<file path="src/design/sxc_pkg.sv">
package sxc_pkg;
   localparam int NCH = 6;
   localparam int CW  = 16;
   localparam int AW  = 8;

   // register byte offsets
   localparam logic [7:0] A_SF0  = 8'h00;
   localparam logic [7:0] A_SF1  = 8'h04;
   localparam logic [7:0] A_PCLK = 8'h08;
   localparam logic [7:0] A_IST  = 8'h0c;
   localparam logic [7:0] A_IMSK = 8'h10;
   localparam logic [7:0] A_MODE = 8'h20;
   localparam logic [7:0] A_CNT  = 8'h40;

   // field positions
   localparam int RUN_LO  = 5;
   localparam int RUN_HI  = 7;
   localparam int MD_LO   = 0;
   localparam int MD_HI   = 1;
   localparam int EDG_LO  = 2;
   localparam int EDG_HI  = 3;
   localparam int SRC_LO  = 6;
   localparam int SRC_HI  = 7;
   localparam int PCLK_B  = 0;

   // reset values
   localparam logic [7:0] MODE_RST = 8'h00;
   localparam logic [5:0] RUN_RST  = 6'h00;

   // prescaler tap masks and tick indices
   localparam logic [4:0] M_F2  = 5'h01;
   localparam logic [4:0] M_F8  = 5'h07;
   localparam logic [4:0] M_F32 = 5'h1f;
   localparam int T_F1   = 0;
   localparam int T_F2   = 1;
   localparam int T_F8   = 2;
   localparam int T_F32  = 3;
   localparam int T_SUBCLOCK_DIV32 = 4;

   localparam logic [1:0] RESP_OK  = 2'h0;
   localparam logic [1:0] RESP_ERR = 2'h2;

   typedef enum logic [1:0] {
      MODE_TIMER, MODE_EVENT, MODE_MEAS, MODE_RSVD
   } sxc_mode_e;

   typedef enum logic [1:0] {
      SRC_F1, SRC_F8, SRC_F32, SRC_SUBCLOCK_DIV32
   } sxc_src_e;
endpackage : sxc_pkg

</file>
<file path="src/design/sxc_ch_if.sv">
`timescale 1ns/1ps
interface sxc_ch_if;
   logic        tick;
   logic        run;
   logic        active;
   logic        wr;
   logic [15:0] wdata;
   logic [15:0] count;
   logic        uf;
   modport top (output tick, run, active, wr, wdata, input count, uf);
   modport ch  (input tick, run, active, wr, wdata, output count, uf);
endinterface : sxc_ch_if

</file>
<file path="src/design/sxc_prescaler.sv">
`timescale 1ns/1ps
module sxc_prescaler (
   input  wire logic       aclk,
   input  wire logic       aresetn,
   input  wire logic       ce,
   input  wire logic       fc_edge,
   output logic [4:0]      tick
);
   logic [4:0] div_reg;
   logic [4:0] sub_reg;

   function automatic logic due(input logic [4:0] v, input logic [4:0] m);
      return (v & m) == m;
   endfunction : due

   // free divider of the system clock
   always_ff @(posedge aclk) begin
      if (!aresetn) div_reg <= 5'h00;
      else if (ce) div_reg <= div_reg + 5'h01;
   end

   // subclock edges divided by 32
   always_ff @(posedge aclk) begin
      if (!aresetn) sub_reg <= 5'h00;
      else if (ce && fc_edge) sub_reg <= sub_reg + 5'h01;
   end

   // one-cycle ticks; f2, f8 and f32 aligned to the same divider phase, the subclock tick has its own counter
   assign tick[sxc_pkg::T_F1]   = 1'b1;
   assign tick[sxc_pkg::T_F2]   = due(div_reg, sxc_pkg::M_F2);
   assign tick[sxc_pkg::T_F8]   = due(div_reg, sxc_pkg::M_F8);
   assign tick[sxc_pkg::T_F32]  = due(div_reg, sxc_pkg::M_F32);
   assign tick[sxc_pkg::T_SUBCLOCK_DIV32] = fc_edge && due(sub_reg, sxc_pkg::M_F32);
endmodule : sxc_prescaler

</file>
<file path="src/design/sxc_channel.sv">
`timescale 1ns/1ps
module sxc_channel (
   input  wire logic aclk,
   input  wire logic aresetn,
   input  wire logic ce,
   sxc_ch_if.ch      bus
);
   logic [15:0] cnt_reg;
   logic [15:0] rld_reg;
   logic        first_reg;
   logic        uf_reg;
   logic        go;
   logic        zero;
   logic        wr_ok;

   assign go    = bus.run && bus.active && bus.tick;
   assign zero  = cnt_reg == 16'h0000;
   assign wr_ok = bus.wr && bus.active; // measurement mode ignores writes

   // first tick since start; stopping re-arms the dual write
   always_ff @(posedge aclk) begin
      if (!aresetn) first_reg <= 1'b0;
      else if (ce) begin
         if (!bus.run) first_reg <= 1'b0;
         else if (go) first_reg <= 1'b1;
      end
   end

   // reload register takes every accepted write
   always_ff @(posedge aclk) begin
      if (!aresetn) rld_reg <= 16'h0000;
      else if (ce && wr_ok) rld_reg <= bus.wdata;
   end

   // counter: tick beats a concurrent early write
   always_ff @(posedge aclk) begin
      if (!aresetn) cnt_reg <= 16'h0000;
      else if (ce) begin
         if (go) cnt_reg <= zero ? rld_reg : cnt_reg - 16'h0001;
         else if (wr_ok && !first_reg) cnt_reg <= bus.wdata;
      end
   end

   // registered underflow: breaks the chaining ring combinationally
   always_ff @(posedge aclk) begin
      if (!aresetn) uf_reg <= 1'b0;
      else if (ce) uf_reg <= go && zero;
   end

   assign bus.count = cnt_reg;
   assign bus.uf    = uf_reg;
endmodule : sxc_channel

</file>
<file path="src/design/sxc_top.sv">
// Our own choices: the register offsets and the AXI4-Lite interface to the registers.
`timescale 1ns/1ps
module sxc_top (
   input  wire logic                   aclk,
   input  wire logic                   aresetn,
   input  wire logic                   ce,
   input  wire logic [sxc_pkg::AW-1:0] awaddr,
   input  wire logic                   awvalid,
   output logic                        awready,
   input  wire logic [31:0]            wdata,
   input  wire logic [3:0]             wstrb,
   input  wire logic                   wvalid,
   output logic                        wready,
   output logic [1:0]                  bresp,
   output logic                        bvalid,
   input  wire logic                   bready,
   input  wire logic [sxc_pkg::AW-1:0] araddr,
   input  wire logic                   arvalid,
   output logic                        arready,
   output logic [31:0]                 rdata,
   output logic [1:0]                  rresp,
   output logic                        rvalid,
   input  wire logic                   rready,
   input  wire logic [5:0]             external_count_input,
   input  wire logic                   subclock_in,
   output logic                        irq
);
   localparam int NCH = sxc_pkg::NCH;

   // register file
   logic [5:0]  run_reg;
   logic        pclk_reg;
   logic [5:0]  ist_reg;
   logic [5:0]  imsk_reg;
   logic [7:0]  mode_reg [NCH];

   // write channel capture
   logic [7:0]  waddr_reg;
   logic        aw_full_reg;
   logic [31:0] wdata_reg;
   logic [3:0]  wstrb_reg;
   logic        w_full_reg;
   logic        bvalid_reg;
   logic [1:0]  bresp_reg;
   logic        do_wr;
   logic        wr_ok;

   // read channel
   logic        rvalid_reg;
   logic [31:0] rdata_reg;
   logic [1:0]  rresp_reg;
   logic [31:0] rd_data;
   logic        rd_ok;

   // pins and ticks
   logic [6:0]  sync1_reg;
   logic [6:0]  sync2_reg;
   logic [6:0]  prev_reg;
   logic [6:0]  rise;
   logic [6:0]  fall;
   logic [4:0]  tick;
   logic [15:0] cnt_w [NCH];
   logic [5:0]  uf_w;

   function automatic logic hit(input logic [7:0] a, input logic [7:0] off);
      return a[7:2] == off[7:2];
   endfunction : hit

   function automatic logic [7:0] slot(input logic [7:0] base, input int i);
      return base + 8'(4 * i);
   endfunction : slot

   // two-flop synchronisers, third stage only for edge detection
   always_ff @(posedge aclk) begin
      if (!aresetn) begin
         sync1_reg <= 7'h00;
         sync2_reg <= 7'h00;
         prev_reg  <= 7'h00;
      end else if (ce) begin
         sync1_reg <= {subclock_in, external_count_input};
         sync2_reg <= sync1_reg;
         prev_reg  <= sync2_reg;
      end
   end

   assign rise = sync2_reg & ~prev_reg;
   assign fall = ~sync2_reg & prev_reg;

   sxc_prescaler u_pre (
      .aclk    (aclk),
      .aresetn (aresetn),
      .ce      (ce),
      .fc_edge (rise[6]),
      .tick    (tick)
   );

   sxc_ch_if chb [NCH] ();

   // per-channel source selection and register wiring
   for (genvar i = 0; i < NCH; i++) begin : g_ch
      localparam int PRV    = (i % 3 == 0) ? i + 2 : i - 1;
      localparam bit PIN_OK = (i != 2);
      sxc_pkg::sxc_mode_e md;
      sxc_pkg::sxc_src_e  src;
      logic               tmr_tick;
      logic               pin_edge;
      logic               evt_tick;

      assign md  = sxc_pkg::sxc_mode_e'(mode_reg[i][sxc_pkg::MD_HI:
                                                   sxc_pkg::MD_LO]);
      assign src = sxc_pkg::sxc_src_e'(mode_reg[i][sxc_pkg::SRC_HI:
                                                   sxc_pkg::SRC_LO]);

      // internal source; clock select picks f1 or f2 on code zero
      always_comb begin
         case (src)
            sxc_pkg::SRC_F1:   tmr_tick = pclk_reg ? tick[sxc_pkg::T_F1]
                                                   : tick[sxc_pkg::T_F2];
            sxc_pkg::SRC_F8:   tmr_tick = tick[sxc_pkg::T_F8];
            sxc_pkg::SRC_F32:  tmr_tick = tick[sxc_pkg::T_F32];
            sxc_pkg::SRC_SUBCLOCK_DIV32: tmr_tick = tick[sxc_pkg::T_SUBCLOCK_DIV32];
            default:           tmr_tick = 1'b0;
         endcase
      end

      // pin polarity: falling, rising or both edges
      always_comb begin
         case (mode_reg[i][sxc_pkg::EDG_HI:sxc_pkg::EDG_LO])
            2'h0:    pin_edge = fall[i];
            2'h1:    pin_edge = rise[i];
            default: pin_edge = rise[i] | fall[i];
         endcase
      end

      // channel 2 has no usable pin, so its pin path reads zero
      assign evt_tick = mode_reg[i][sxc_pkg::SRC_HI] ? uf_w[PRV]
                      : (PIN_OK && pin_edge);

      assign chb[i].tick   = (md == sxc_pkg::MODE_TIMER) ? tmr_tick : evt_tick;
      assign chb[i].active = (md == sxc_pkg::MODE_TIMER) ||
                             (md == sxc_pkg::MODE_EVENT);
      assign chb[i].run    = run_reg[i];
      assign chb[i].wr     = do_wr && hit(waddr_reg, slot(sxc_pkg::A_CNT, i))
                             && (&wstrb_reg[1:0]);
      assign chb[i].wdata  = wdata_reg[15:0];
      assign cnt_w[i]      = chb[i].count;
      assign uf_w[i]       = chb[i].uf;

      sxc_channel u_ch (
         .aclk    (aclk),
         .aresetn (aresetn),
         .ce      (ce),
         .bus     (chb[i])
      );
   end

   // write address and data are taken independently, in either order
   assign awready = !aw_full_reg;
   assign wready  = !w_full_reg;
   assign do_wr   = aw_full_reg && w_full_reg && !bvalid_reg;

   always_ff @(posedge aclk) begin
      if (!aresetn) begin
         aw_full_reg <= 1'b0;
         waddr_reg   <= 8'h00;
      end else if (ce) begin
         if (awvalid && !aw_full_reg) begin
            aw_full_reg <= 1'b1;
            waddr_reg   <= awaddr;
         end else if (do_wr) aw_full_reg <= 1'b0;
      end
   end

   always_ff @(posedge aclk) begin
      if (!aresetn) begin
         w_full_reg <= 1'b0;
         wdata_reg  <= 32'h0000_0000;
         wstrb_reg  <= 4'h0;
      end else if (ce) begin
         if (wvalid && !w_full_reg) begin
            w_full_reg <= 1'b1;
            wdata_reg  <= wdata;
            wstrb_reg  <= wstrb;
         end else if (do_wr) w_full_reg <= 1'b0;
      end
   end

   // mapped-address check for the write response
   always_comb begin
      wr_ok = hit(waddr_reg, sxc_pkg::A_SF0) || hit(waddr_reg, sxc_pkg::A_SF1)
           || hit(waddr_reg, sxc_pkg::A_PCLK) || hit(waddr_reg, sxc_pkg::A_IST)
           || hit(waddr_reg, sxc_pkg::A_IMSK);
      for (int i = 0; i < NCH; i++) begin
         if (hit(waddr_reg, slot(sxc_pkg::A_MODE, i)) ||
             hit(waddr_reg, slot(sxc_pkg::A_CNT, i))) wr_ok = 1'b1;
      end
   end

   always_ff @(posedge aclk) begin
      if (!aresetn) begin
         bvalid_reg <= 1'b0;
         bresp_reg  <= sxc_pkg::RESP_OK;
      end else if (ce) begin
         if (do_wr) begin
            bvalid_reg <= 1'b1;
            bresp_reg  <= wr_ok ? sxc_pkg::RESP_OK : sxc_pkg::RESP_ERR;
         end else if (bready) bvalid_reg <= 1'b0;
      end
   end

   // run bits, clock select and mask need byte lane 0
   always_ff @(posedge aclk) begin
      if (!aresetn) begin
         run_reg  <= sxc_pkg::RUN_RST;
         pclk_reg <= 1'b0;
         imsk_reg <= 6'h00;
      end else if (ce && do_wr && wstrb_reg[0]) begin
         if (hit(waddr_reg, sxc_pkg::A_SF0))
            run_reg[2:0] <= wdata_reg[sxc_pkg::RUN_HI:sxc_pkg::RUN_LO];
         if (hit(waddr_reg, sxc_pkg::A_SF1))
            run_reg[5:3] <= wdata_reg[sxc_pkg::RUN_HI:sxc_pkg::RUN_LO];
         if (hit(waddr_reg, sxc_pkg::A_PCLK))
            pclk_reg <= wdata_reg[sxc_pkg::PCLK_B];
         if (hit(waddr_reg, sxc_pkg::A_IMSK))
            imsk_reg <= wdata_reg[5:0];
      end
   end

   // mode registers
   always_ff @(posedge aclk) begin
      if (!aresetn) begin
         for (int i = 0; i < NCH; i++) mode_reg[i] <= sxc_pkg::MODE_RST;
      end else if (ce && do_wr && wstrb_reg[0]) begin
         for (int i = 0; i < NCH; i++) begin
            if (hit(waddr_reg, slot(sxc_pkg::A_MODE, i)))
               mode_reg[i] <= wdata_reg[7:0];
         end
      end
   end

   // sticky underflow flags; a new underflow beats a write-one clear
   always_ff @(posedge aclk) begin
      if (!aresetn) ist_reg <= 6'h00;
      else if (ce) begin
         if (do_wr && wstrb_reg[0] && hit(waddr_reg, sxc_pkg::A_IST))
            ist_reg <= (ist_reg & ~wdata_reg[5:0]) | uf_w;
         else
            ist_reg <= ist_reg | uf_w;
      end
   end

   assign irq = |(ist_reg & imsk_reg);

   // read decode; unmapped reads give zero and an error response
   always_comb begin
      rd_data = 32'h0000_0000;
      rd_ok   = 1'b1;
      if (hit(araddr, sxc_pkg::A_SF0))
         rd_data[sxc_pkg::RUN_HI:sxc_pkg::RUN_LO] = run_reg[2:0];
      else if (hit(araddr, sxc_pkg::A_SF1))
         rd_data[sxc_pkg::RUN_HI:sxc_pkg::RUN_LO] = run_reg[5:3];
      else if (hit(araddr, sxc_pkg::A_PCLK))
         rd_data[sxc_pkg::PCLK_B] = pclk_reg;
      else if (hit(araddr, sxc_pkg::A_IST))
         rd_data[5:0] = ist_reg;
      else if (hit(araddr, sxc_pkg::A_IMSK))
         rd_data[5:0] = imsk_reg;
      else begin
         rd_ok = 1'b0;
         for (int i = 0; i < NCH; i++) begin
            if (hit(araddr, slot(sxc_pkg::A_MODE, i))) begin
               rd_data[7:0] = mode_reg[i];
               rd_ok        = 1'b1;
            end
            if (hit(araddr, slot(sxc_pkg::A_CNT, i))) begin
               rd_data[15:0] = cnt_w[i];
               rd_ok         = 1'b1;
            end
         end
      end
   end

   assign arready = !rvalid_reg;

   // read data registered one cycle after the address handshake
   always_ff @(posedge aclk) begin
      if (!aresetn) begin
         rvalid_reg <= 1'b0;
         rdata_reg  <= 32'h0000_0000;
         rresp_reg  <= sxc_pkg::RESP_OK;
      end else if (ce) begin
         if (arvalid && !rvalid_reg) begin
            rvalid_reg <= 1'b1;
            rdata_reg  <= rd_data;
            rresp_reg  <= rd_ok ? sxc_pkg::RESP_OK : sxc_pkg::RESP_ERR;
         end else if (rready) rvalid_reg <= 1'b0;
      end
   end

   assign bvalid = bvalid_reg;
   assign bresp  = bresp_reg;
   assign rvalid = rvalid_reg;
   assign rdata  = rdata_reg;
   assign rresp  = rresp_reg;
endmodule : sxc_top

</file>
<file path="config.mk">
export PLATFORM = sky130hd
export DESIGN_NAME = sxc_top
export DESIGN_NICKNAME = d
export VERILOG_FILES = /design/src/design/sxc_pkg.sv /design/src/design/sxc_ch_if.sv /design/src/design/sxc_prescaler.sv /design/src/design/sxc_channel.sv /design/src/design/sxc_top.sv
export SDC_FILE = /design/constraint.sdc
export NUM_CORES = 1
export LEC_CHECK = 0
export BUFFER_PORTS_ARGS = -buffer_cell sky130_fd_sc_hd__buf_4
export CAP_MARGIN = 20
export CORE_ASPECT_RATIO = 1.2
export CORE_MARGIN = 2
export CORE_UTILIZATION = 45
export CTS_CLUSTER_DIAMETER = 50
export CTS_CLUSTER_SIZE = 12
export DETAILED_ROUTE_END_ITERATION = 8
export GPL_TIMING_DRIVEN = 0
export PLACE_DENSITY = 0.73
export SYNTH_ARGS = -nofsm -noshare
export SYNTH_HDL_FRONTEND = slang
export SYNTH_HIERARCHICAL = 1
export SYNTH_SLANG_ARGS = --single-unit
</file>
<file path="constraint.sdc">
create_clock -name aclk -period 2.7 [get_ports aclk]
set_input_delay 0.54 -clock aclk [delete_from_list [all_inputs] [get_ports aclk]]
set_output_delay 0.54 -clock aclk [all_outputs]
set_load 0.02 [all_outputs]
</file>
==> impl_metrics.yaml <==
status:
  outcome: "finished, violations left"
  violations: "setup timing"
sta:
  maxSlewHeadroom_pct: 6.399
  setup_viol: 81
  fmax_ghz: 0.3378
  worst_pin_slew_ns: 1.402
  period_needed_ns: 2.960
  slew_violations: 0
  worst_slack_ns: -0.2602
  rsz0062_at_grt: "true"
  hold_violations: 0
  fin_crit_sh_pct: 109.6
  skew_ns: 0.01935
floorplanning:
  die_y_um: 232.2
  die_w_um: 194.1
  coreArea_um2: 42790
  io_pins: 109
  dieArea_um2: 45080
  start_util_pct: 45.63
  rows: 83
power:
  ir_worst_vdd_mv: 0.4997
  power_leakage_nw: 8.844
  p_int_mw: 9.058
  pwr-share-comb_pct: 6.3
  cellPowerDensity_nw_per_um2: 496.7
  power_mw: 12.01
  seqPwrFrac_pct: 44.9
  p_sw_mw: 2.954
  pwr-share-clk_pct: 48.7
  swShare_pct: 24.59
hold_path:
  hp-class: "in -> reg"
finish:
  post-route-util_pct: 56.52
  area_growth_pct: 23.87
  fin_area_um2: 24180
  fin_nets: 2620
  layout_commonest_cell: "nand2_1"
  final_cell_mix: "nand2_1, dfxtp_1, a21oi_1, nor2_1, buf_4"
  nFillCells: 3843
  drive_gt1_share_pct: 21.03
yosys:
  synth-seq-cells: 345
  synth.distinct_cells: 81
  seq_area_frac_synth_pct: 37.84
  yosys_most_used_dff: "dfxtp_1"
  syn_inst: 2325
  synth-edff-count: 48
  async_flop_share_pct: 0
  syn-mean-instance-area_um2: 8.397
  syn_area_um2: 19520
  ys.warnings.count: 6
job:
  cap_violations: 0
worst_setup_path:
  end_kind: "flip-flop"
  arrival_ns: 3.42
  crit_path_start_kind: "flip-flop"
  cp_max_fo: 6
  worstSetupPathType: "reg -> reg"
  required_ns: 3.16
place:
  hpwl_mm: 52.80
  placed_area_um2: 21050
  place.gp.congestion: 0.9959
  io_buffers: 65
clocking:
  clock_latency_ns: 0.56
  cts_inserted_buffers: 42
  cts_tree: "built"
  clk_pin_slew_worst_paths_ns: 0.06
  clkSinkCount: 345
  htree_levels: 2
  cts_root_buf: "clkbuf_16"
  cts_max_path_buffers: 3
global_route:
  antenna_found_initial: 2
  grt_max_degree: 65
  grt_usage_pct: 32.22
  first_global_vias: 18710
  grt_pass1_wl_mm: 112.5
  grt_overflow: 0
detailed_routing:
  drt_iter0_drc: 2082
  drt_wl_total_mm: 75.54
  vias: 19850
  drc: 0
  ant_nets: 0
  dr.pass1.iters: 6
  wl_per_cell_um: 24.31
  viasPerCell: 6.388
==> cell usage after synthesis (20+ instances only) <==
cell / instances / area (µm²)
mux2i_1: 46 / 460.4
or3_1: 34 / 212.7
xnor2_1: 39 / 341.6
inv_1: 43 / 161.4
nor3_1: 37 / 185.2
o21ai_0: 113 / 565.5
and2_1: 69 / 431.7
clkbuf_1: 104 / 390.4
a211oi_1: 22 / 165.2
dfxtp_1: 297 / 5946
nand3_1: 82 / 410.4
nand4_1: 21 / 131.4
nor2_1: 140 / 525.5
nand2_1: 369 / 1385
a21boi_0: 87 / 653.1
edfxtp_1: 48 / 1441
buf_4: 20 / 150.1
a31oi_1: 57 / 356.6
ha_1: 27 / 337.8
o21ai_1: 31 / 155.2
o211ai_1: 40 / 300.3
nor2b_1: 29 / 181.4
a21oi_1: 173 / 865.8
==> critical path, cell delays in order (launching register included) <==
cell and delay (ns):
dfxtp_4 0.35, ha_4 0.15, and3_4 0.18, ha_4 0.15, and2_4 0.17, mux4_2 0.50
o31a_1 0.33, and2_4 0.18, o211ai_1 0.16, buf_4 0.16, buf_6 0.10, or3_1 0.12
o211ai_1 0.11, a31oi_1 0.21
==> path summary, 6_finish.rpt <==
kind	cells past startpoint	startpoint	slack (ns)	endpoint
worst max-delay path	13	u_pre/sub_reg[1]$_SDFFE_PN0P_	-0.26	g_ch[0].u_ch/bus.count[8]$_SDFFE_PN0P_
worst min-delay path	3	awaddr[5]	0.22	waddr_reg[5]$_SDFFE_PN0P_
worst max register to register	13	u_pre/sub_reg[1]$_SDFFE_PN0P_	-0.26	g_ch[0].u_ch/bus.count[8]$_SDFFE_PN0P_
worst min register to register	2	g_ch[1].u_ch/rld_reg[14]$_SDFFE_PN0P_	0.46	g_ch[1].u_ch/rld_reg[14]$_SDFFE_PN0P_
==> per-stage QoR <==
step	cells	hold slack (ns)	TNS (ns)	setup slack (ns)
after floorplan	2342	0.4344	0	0.005703
after global placement	2959	0.4444	-75.13	-0.8984
after detailed placement	2971	0.4538	-77.40	-0.6643
after CTS	3071	0.2093	-7.176	-0.1688
after global routing	3107	0.2298	-16.30	-0.2993
final	3107	0.2182	-10.45	-0.2602
==> kinds of logic after synthesis <==
logic type | Yosys count | synth area share (%)
and+or+nand+nor | 925 | 25.60
AOI/OAI and AO/OA | 710 | 23.67
DFF | 345 | 37.84
adders and majority gates | 27 | 1.730
muxes | 63 | 4.146
buffers and inverters | 200 | 4.601
xor gates and xnor gates | 53 | 2.378
other | 2 | 0.03847
==> cell type report <==
cell class                 instances  area (µm²)  area share, %
tap                              552       690.7          2.856
multi-input combinational       1798       12080          49.96
clock buffer                      51        1110          4.589
timing repair buffer             152        1466          6.063
antenna                            2       5.005        0.02069
sequential                       345        7392          30.57
buffer                           143       987.2          4.082
clock inverter                    20       285.3          1.180
inverter                          44       165.2         0.6829
==> power groups by stage <==
stage | clock (mW) | combinational (mW) | sequential (mW)
global placement | 0 | 0.606 | 5.54
CTS | 5.89 | 0.710 | 5.40
detailed placement | 0 | 0.684 | 5.51
finish | 5.86 | 0.758 | 5.40
floorplan | 0 | 0.391 | 5.44
global route | 6.10 | 0.799 | 5.40
==> routing by layer <==
metal | wire length (µm) | up-vias | track usage (%)
met4 | 5635 | 0 | 19.03
met5 | 0 | - | 0
met1 | 28110 | 9408 | 39.37
li1 | - | 8918 | -
met2 | 34900 | 1185 | 53.71
met3 | 6889 | 335 | 5.142
==> timing repair <==
item                       CTS  global route
hold buffers                 0             0
gates resized for setup    189           133
setup endpoints to repair  169           161
cloned                       9             7
pin swaps                   34            49
setup buffers               29            27
No activity file was read; power rests on OpenSTA's default activity.
